[src/lp_pkg.sv]
package lp_pkg;

  // power states, gray coded along run -> grant -> sleep
  typedef enum logic [1:0] {
    ST_RUN   = 2'b00,
    ST_GRANT = 2'b01,
    ST_SLEEP = 2'b11,
    ST_SMM   = 2'b10
  } pwr_state_t;

  // acknowledge transaction codes driven on the ack_code_out bus output
  localparam logic [1:0] ACK_NONE  = 2'h0;
  localparam logic [1:0] ACK_GRANT = 2'h1;
  localparam logic [1:0] ACK_SMI   = 2'h2;

  // unit clock-enable bit positions
  localparam int CLK_CORE  = 0;
  localparam int CLK_BUS   = 1;
  localparam int CLK_LIC   = 2;
  localparam int NUM_UNITS = 3;
  localparam logic [2:0] CLK_ALL  = 3'h7;
  localparam logic [2:0] CLK_NONE = 3'h0;
  localparam logic [2:0] CLK_KEEP = 3'h6;

  // bus outputs
  typedef struct packed {
    logic       valid;
    logic [1:0] code;
  } bus_ack_t;

  localparam int SYNC_STAGES = 2;
  localparam int IRQ_W       = 8;
  localparam logic [IRQ_W-1:0] IRQ_NONE = 8'h00;

endpackage

[src/sync2.sv]
module sync2
  import lp_pkg::*;
(
  input  wire logic clk_in,
  input  wire logic rstn_in,
  input  wire logic d_in,
  output logic      q_out
);
  // first stage feeds only the second; idle value is deasserted (high)
  logic [SYNC_STAGES-1:0] sh_r;
  logic [SYNC_STAGES-1:0] sh_nxt;

  always_comb
  begin
    sh_nxt = {sh_r[SYNC_STAGES-2:0], d_in};
  end

  always_ff @(posedge clk_in)
  begin
    if (!rstn_in)
      sh_r <= {SYNC_STAGES{1'b1}};
    else
      sh_r <= sh_nxt;
  end

  assign q_out = sh_r[SYNC_STAGES-1];
endmodule // sync2

[src/low_power_state_and_smm_entry.sv]
// Overview of operation
// - a synchronized stop-clock request while running, with no management interrupt in the same cycle, moves the block to stop-grant.
// - entering stop-grant from running issues one stop-grant acknowledge on the bus outputs.
// - in stop-grant only the bus and local interrupt controller clocks stay on.
// - in stop-grant snoops keep being answered and interrupts are latched as pending.
// - releasing stop-clock restarts all clocks, services pending interrupts and resumes.
// - stop-clock is synchronized internally and never touches the bus clock.
// - sleep request while in stop-grant, with stop-clock still asserted, moves the block into sleep.
// - in sleep every unit clock is stopped.
// - in sleep snoops and interrupts are ignored.
// - in sleep only the sleep and reset inputs are acted upon.
// - releasing sleep returns to stop-grant with bus and interrupt clocks restarted.
// - the management interrupt is synchronized before it is acted upon.
// - an accepted management interrupt saves the execution state and enters management mode.
// - after entering management mode an acknowledge is issued, then the handler starts.
// - with reset active all bus outputs are deasserted within two clocks from any state.
module low_power_state_and_smm_entry
  import lp_pkg::*;
(
  input  wire logic             clk_in,
  input  wire logic             rstn_in,
  input  wire logic             stop_clock_request_n_in,
  input  wire logic             sleep_request_n_in,
  input  wire logic             sys_mgmt_interrupt_n_in,
  input  wire logic [IRQ_W-1:0] irq_in,
  input  wire logic             snoop_req_in,
  input  wire logic             smm_exit_in,
  input  wire logic [31:0]      exec_state_in,
  output logic [NUM_UNITS-1:0]  unit_clk_en_out,
  output logic                  ack_valid_out,
  output logic [1:0]            ack_code_out,
  output logic                  snoop_resp_out,
  output logic [IRQ_W-1:0]      irq_service_out,
  output logic                  smm_handler_start_out,
  output logic [31:0]           saved_state_out,
  output logic [1:0]            state_out
);

  logic stop_clock_request_n_s;
  logic slp_s;
  logic smi_s;
  logic [IRQ_W-1:0] irq_s;

  // async pins pass two flops; the bus clock itself is never gated
  sync2 u_sync_stp (.clk_in(clk_in), .rstn_in(rstn_in), .d_in(stop_clock_request_n_in),
                    .q_out(stop_clock_request_n_s));
  sync2 u_sync_slp (.clk_in(clk_in), .rstn_in(rstn_in), .d_in(sleep_request_n_in),
                    .q_out(slp_s));
  sync2 u_sync_smi (.clk_in(clk_in), .rstn_in(rstn_in), .d_in(sys_mgmt_interrupt_n_in),
                    .q_out(smi_s));

  genvar gi;
  generate
    for (gi = 0; gi < IRQ_W; gi++)
    begin : g_irq_sync
      logic irq_n;
      sync2 u_sync_irq (.clk_in(clk_in), .rstn_in(rstn_in), .d_in(~irq_in[gi]),
                        .q_out(irq_n));
      assign irq_s[gi] = ~irq_n;
    end
  endgenerate

  pwr_state_t       state_r, state_nxt;
  logic [2:0]       clk_en_r, clk_en_nxt;
  logic             ack_v_r, ack_v_nxt;
  logic [1:0]       ack_c_r, ack_c_nxt;
  logic             snoop_r, snoop_nxt;
  logic [IRQ_W-1:0] pend_r, pend_nxt;
  logic [IRQ_W-1:0] svc_r, svc_nxt;
  logic             smi_ack_done_r, smi_ack_done_nxt;
  logic             hstart_r, hstart_nxt;
  logic [31:0]      saved_r, saved_nxt;

  always_comb
  begin
    state_nxt        = state_r;
    clk_en_nxt       = clk_en_r;
    ack_v_nxt        = 1'b0;
    ack_c_nxt        = ACK_NONE;
    snoop_nxt        = 1'b0;
    pend_nxt         = pend_r;
    svc_nxt          = IRQ_NONE;
    smi_ack_done_nxt = smi_ack_done_r;
    hstart_nxt       = 1'b0;
    saved_nxt        = saved_r;
    case (state_r)
      ST_RUN:
      begin
        snoop_nxt  = snoop_req_in;
        clk_en_nxt = CLK_ALL;
        svc_nxt    = irq_s;
        if (!smi_s)
        begin
          state_nxt        = ST_SMM;
          saved_nxt        = exec_state_in;
          smi_ack_done_nxt = 1'b0;
        end
        else if (!stop_clock_request_n_s)
        begin
          state_nxt  = ST_GRANT;
          clk_en_nxt = CLK_KEEP;
          ack_v_nxt  = 1'b1;
          ack_c_nxt  = ACK_GRANT;
        end
      end
      ST_GRANT:
      begin
        snoop_nxt = snoop_req_in;
        pend_nxt  = pend_r | irq_s;
        if (stop_clock_request_n_s)
        begin
          state_nxt  = ST_RUN;
          clk_en_nxt = CLK_ALL;
          svc_nxt    = pend_r | irq_s;
          pend_nxt   = IRQ_NONE;
        end
        else if (!slp_s)
        begin
          state_nxt  = ST_SLEEP;
          clk_en_nxt = CLK_NONE;
        end
        else
          clk_en_nxt = CLK_KEEP;
      end
      ST_SLEEP:
      begin
        // snoops, interrupts and the management pin are not looked at here
        clk_en_nxt = CLK_NONE;
        if (slp_s)
        begin
          state_nxt  = ST_GRANT;
          clk_en_nxt = CLK_KEEP;
        end
      end
      ST_SMM:
      begin
        snoop_nxt  = snoop_req_in;
        clk_en_nxt = CLK_ALL;
        if (!smi_ack_done_r)
        begin
          ack_v_nxt        = 1'b1;
          ack_c_nxt        = ACK_SMI;
          smi_ack_done_nxt = 1'b1;
        end
        else if (smi_ack_done_r && ack_v_r)
          hstart_nxt = 1'b1;
        else if (smm_exit_in)
          state_nxt = ST_RUN;
      end
      default:
      begin
        state_nxt  = ST_RUN;
        clk_en_nxt = CLK_ALL;
      end
    endcase
  end

  // synchronous reset clears every bus output on the next edge
  always_ff @(posedge clk_in)
  begin
    if (!rstn_in)
    begin
      state_r        <= ST_RUN;
      clk_en_r       <= CLK_ALL;
      ack_v_r        <= 1'b0;
      ack_c_r        <= ACK_NONE;
      snoop_r        <= 1'b0;
      pend_r         <= IRQ_NONE;
      svc_r          <= IRQ_NONE;
      smi_ack_done_r <= 1'b0;
      hstart_r       <= 1'b0;
      saved_r        <= 32'h0000_0000;
    end
    else
    begin
      state_r        <= state_nxt;
      clk_en_r       <= clk_en_nxt;
      ack_v_r        <= ack_v_nxt;
      ack_c_r        <= ack_c_nxt;
      snoop_r        <= snoop_nxt;
      pend_r         <= pend_nxt;
      svc_r          <= svc_nxt;
      smi_ack_done_r <= smi_ack_done_nxt;
      hstart_r       <= hstart_nxt;
      saved_r        <= saved_nxt;
    end
  end

  assign unit_clk_en_out       = clk_en_r;
  assign ack_valid_out         = ack_v_r;
  assign ack_code_out          = ack_c_r;
  assign snoop_resp_out        = snoop_r;
  assign irq_service_out       = svc_r;
  assign smm_handler_start_out = hstart_r;
  assign saved_state_out       = saved_r;
  assign state_out             = state_r;
endmodule // low_power_state_and_smm_entry

[config.mk]
export PLATFORM = sky130hd
export DESIGN_NAME = low_power_state_and_smm_entry
export DESIGN_NICKNAME = d
export VERILOG_FILES = /design/src/lp_pkg.sv /design/src/sync2.sv /design/src/low_power_state_and_smm_entry.sv
export SDC_FILE = /design/constraint.sdc
export NUM_CORES = 1
export LEC_CHECK = 0
export BUFFER_PORTS_ARGS = -buffer_cell sky130_fd_sc_hd__buf_2
export CORE_MARGIN = 10
export CORE_UTILIZATION = 48
export DETAILED_ROUTE_END_ITERATION = 16
export PLACE_DENSITY = 0.84
export SLEW_MARGIN = 0
export SYNTH_ARGS = -nofsm -noshare
export SYNTH_HDL_FRONTEND = slang
export SYNTH_SLANG_ARGS = --single-unit
[constraint.sdc]
create_clock -name clk_in -period 1.6 [get_ports clk_in]
set_clock_uncertainty 0.05 [all_clocks]
set_input_delay 0.24 -clock clk_in [delete_from_list [all_inputs] [get_ports clk_in]]
set_output_delay 0.24 -clock clk_in [all_outputs]
set_load 0.005 [all_outputs]
## After elaboration in Yosys (flattened, before gate mapping)

Cells that the tools add are included.

| storage, ports and cells | value |
|---|---|
| register bits after elaboration | 81 |
| input port bits | 47 |
| output and inout port bits | 50 |
| word-level logic and storage cells | 86 |

| operators by class | value |
|---|---|
| eq/ne operators | 10 |
| multiplexer cells | 28 |
| bitwise gates (word level) | 18 |
| reduce and logical (&&, ||, !) cells | 9 |

Operator list:

| cell | number |
|---|---|
| $mux W2 | 9 |
| $not A1 Y1 | 17 |
| $mux W8 | 2 |
| $pmux W8 S2 | 1 |
| $pmux W3 S4 | 1 |
| $mux W1 | 9 |
| $ne A2 B2 Y1 const B | 4 |
| $or A8 B8 Y8 | 1 |
| $pmux W2 S4 | 1 |
| $mux W3 | 2 |
| $ne A3 B3 Y1 const B | 2 |
| $reduce_and A2 Y1 | 3 |
| $reduce_and A6 Y1 | 1 |
| $eq A2 B2 Y1 const B | 2 |
| $pmux W1 S2 | 2 |
| $pmux W2 S2 | 1 |
| $reduce_and A3 Y1 | 1 |
| $reduce_or A3 Y1 | 1 |
| $eq A2 B1 Y1 const B | 1 |
| $logic_not A2 Y1 | 1 |
| $ne A2 B1 Y1 const B | 1 |
| $reduce_bool A2 Y1 | 1 |
| $logic_and A1 B1 Y1 | 1 |

## Longest topological paths before layout

| depth | value |
|---|---|
| word-level depth | 4 |
| depth in mapped cells | 6 |
| gate-level depth less buffers | 3 |

## Cells and area by module

A second synthesis with hierarchy kept.

| second synthesis, totals | value |
|---|---|
| cells, all modules | 289 |
| area, all modules | 2717.6 µm² |

Modules (own cells, without submodules):

| module | times used | cells an instance | area an instance (µm²) | seq. area each (µm²) |
|---|---|---|---|---|
| low_power_state_and_smm_entry | 1 | 245 | 2139.6 | 1161.1 |
| sync2 | 11 | 4 | 52.6 | 40.0 |

## Worst setup path after synthesis

No wires, ideal clock.

| timing path | value |
|---|---|
| path kind | reg2reg |
| start point | register state_r[0], in the netlist state_out[0] |
| end point | register saved_r[2], in the netlist saved_state_out[2] |
| arrival time | 1.191 ns |
| required time | 1.432 ns |
| slack | 0.241 ns |
| cell stages (with the launch flop) | 7 |
| buffers on the path | 3 |
| cells stage by stage | dfxtp_1 buf_6 or3_1 buf_6 buf_6 nand2_2 a21boi_2 |

| between the ends | value |
|---|---|
| longest elaborated chain between the ends | 2 |

Ends and longest elaborated chain:

| what | RTL line | source |
|---|---|---|
| from (decl) | low_power_state_and_smm_entry.sv:63 | `pwr_state_t state_r, state_nxt;` |
| from (signal assigned) | low_power_state_and_smm_entry.sv:176 | `state_r <= state_nxt;` |
| $logic_not A2 Y1 | low_power_state_and_smm_entry.sv:86 | `case (state_r)` |
| $reduce_and A2 Y1 (no source line) | - |  |
| to (signal assigned) | low_power_state_and_smm_entry.sv:185 | `saved_r <= saved_nxt;` |
| to (decl) | low_power_state_and_smm_entry.sv:72 | `logic [31:0] saved_r, saved_nxt;` |

No other way between the ends.
A chain may end at the register's enable or synchronous reset.

## Final worst setup path

| timing path | value |
|---|---|
| start point | register state_r[1], in the netlist state_out[1] |
| end point | output port state_out[1] |

RTL lines:

| what | RTL line | source |
|---|---|---|
| to (decl) | low_power_state_and_smm_entry.sv:36 | `output logic [1:0] state_out` |

No word-level cell between the ends.

==> results.toml <==
[clocking]
hold_buffers = 8
cts_resized = 0
cts.reportedPaths.clkPinSlew_ns = 0.08
cts_buffer_depth = 2
clock_sinks = 80
ctsRootBufferMaster = "clkbuf_8"
clock_latency_ns = 0.35
cts_setup_buffers = 0
cts_tree = "built"
ctsHtreeMaxLevel = 3
cts_buffers = 9

[cells_and_area]
areaGrowthSynthToFinish_pct = 31.5
drive_gt1_share_pct = 36.7
fin_nets = 429
fin_util_pct = 64.7
num_antenna_cells = 0
final_cell_area_mm2 = 0.00356
stdcell_count = 459

[pwr]
clkPwrFrac_pct = 40.7
p_sw_share_pct = 22.1
p_comb_share_pct = 7.4
cell_internal_pwr_mw = 3.14
leakage_nw = 1.57
ir_drop_mv = 0.628
power_density_mw_per_mm2 = 1130
switchingPower_mw = 0.891
seq_power_share_pct = 51.9

[synthesis]
syn_inst = 276
synth_nets = 323
synth_cell_types = 26
ys_ff_latch = 80
ys_warn_count = 0
syn_avg_cell_area_um2 = 9.81
ys_seq_area_share_pct = 59.1
netlist_area_mm2 = 0.00271

[grt]
grt.overflow.total = 0
grtUsageTotal_pct = 13.3
antenna_found_initial = 0
grt_pass1_vias = 1913
grt_max_degree = 35
grt_pass1_wl_um = 9310

[placement]
gp_congestion = 0.780
dp_hpwl_um = 4450
place_inst = 435
place_area_mm2 = 0.00325
io_buffers = 96
dp_slack_ns = 0.327

[status]
status = "completed"

[routing]
ant_nets = 0
wl_met3_um = 581
wl_met1_um = 2400
drt_iter0_drc = 90
highest_layer = "met4"
firstDrtPassIters = 4
vias_per_cell = 4.58
wl_per_cell_um = 13.2
drc = 0
route.met2.wl_um = 2970
wl_um = 6070
vias = 2102

[hold_path]
min_from = "sleep_request_n_in"
hold_path.class = "in2reg"

[timing]
slew_headroom_pct = 60.9
drv_slew = 0
timing.final.crit_share_pct = 84.7
worst_pin_slew_ns = 0.583
finalHoldViolCount = 0
fin_setup_tns_ns = 0
fmax_mhz = 738
period_needed_ns = 1.36
fin_ws_ns = 0.244
setup_viol = 0
rsz0062_at_grt = "no"

[floorplanning]
die_y_um = 95.1
core_mm2 = 0.00551
row_count = 27
die_w_um = 95.1
die-area_mm2 = 0.00904
start_util_pct = 49.2
io_pins = 97

[critical_path]
cp-start-kind = "register"
cp.arrival_ns = 1.07
r2r_start = "state_out[0]$_SDFFE_PN0P_"
end_kind = "output pin"
startpoint = "state_out[1]$_SDFFE_PN0P_"
cp.required_ns = 1.31
worstSetupPathType = "reg2out"
cp_max_fo = 5

[flow_run]
cap_violations = 0
path summary, 6_finish.rpt:
kind,end,slack [ns],cells past startpoint
worst max-delay path,state_out[1],0.24,2
worst min-delay path,u_sync_slp.sh_r[0]$_SDFF_PN1_,0.02,2
worst max register to register,saved_state_out[0]$_SDFFE_PN0P_,0.33,5
worst min register to register,g_irq_sync[6].u_sync_irq.sh_r[1]$_SDFF_PN1_,0.35,1
synth_stat cells, drive strengths merged:
master	count	share of area, %
nand2	83	12
o21ai	1	0.18
o21a	11	3.0
buf	10	3.1
inv	3	0.42
clkbuf	8	1.1
o2bb2ai	1	0.32
dfxtp	80	59
nand2b	16	3.7
a21oi	9	1.7
and3	1	0.23
nor2b	4	0.92
nor2	10	1.4
nand3	1	0.18
o211a	1	0.37
nand4b	1	0.32
o21bai	1	0.28
nor3	1	0.37
and4	1	0.32
or3	1	0.23
a21boi	32	10
worst max-delay path: stages, from the launching register on:
cell     delay (ns)
dfxtp_1        0.43
buf_4          0.17
buf_2          0.12
power by group through the flow:
stage	clock network (mW)	logic [mW]	registers, mW
floorplan	0	0.150	2.14
global placement	0	0.279	2.14
detailed placement	0	0.285	2.14
CTS	1.68	0.302	2.09
global route	1.75	0.333	2.10
finish	1.64	0.297	2.09
layout make-up:
| class | count | area [um2] |
|---|---|---|
| Clock buffer | 10 | 138 |
| Clock inverter | 6 | 92.6 |
| Fill cell | 452 | 1950 |
| Inverter | 3 | 11.3 |
| Multi-Input combinational cell | 175 | 987 |
| Sequential cell | 80 | 1600 |
| Tap cell | 72 | 90.1 |
| Timing Repair Buffer | 113 | 641 |
state kept, by name (all words and copies together) (netlist names), 8 cells and up:
signal,count
pend_r,8
saved_state_out,32
irq_service_out,8
g_irq_sync.u_sync_irq.sh_r,16
cells in the final DEF, fill, tap and decap left out, types with 9 or more instances in the layout:
cell type,count
o21a_1,11
nand2b_1,16
nand2_1,73
a21boi_1,20
a21boi_2,10
nand2_2,10
clkbuf_8,10
nor2_1,10
dfxtp_1,80
a21oi_1,9
buf_2,96
logic make-up after synthesis:
| kind of cell | synth area share [%] |
|---|---|
| buffers and inverters | 4.62 |
| AOI/OAI and AO/OA | 16.1 |
| and+or+nand+nor | 20.1 |
| DFF | 59.1 |
routing by layer:
layer,vias up,GRT usage (%)
met3,9,5.66
met2,65,21.9
met1,932,13.9
li1,1096,-
met5,-,0
met4,0,7.61
stage by stage:
step	hold slack (ns)	power [mW]
6_report	0.0206	4.03
5_1_grt	0.00790	4.19
4_1_cts	0.00788	4.08
3_5_place_dp	0.341	2.43
3_3_place_gp	0.339	2.42
2_1_floorplan	0.252	2.29
(Power assumes the default switching activity.)
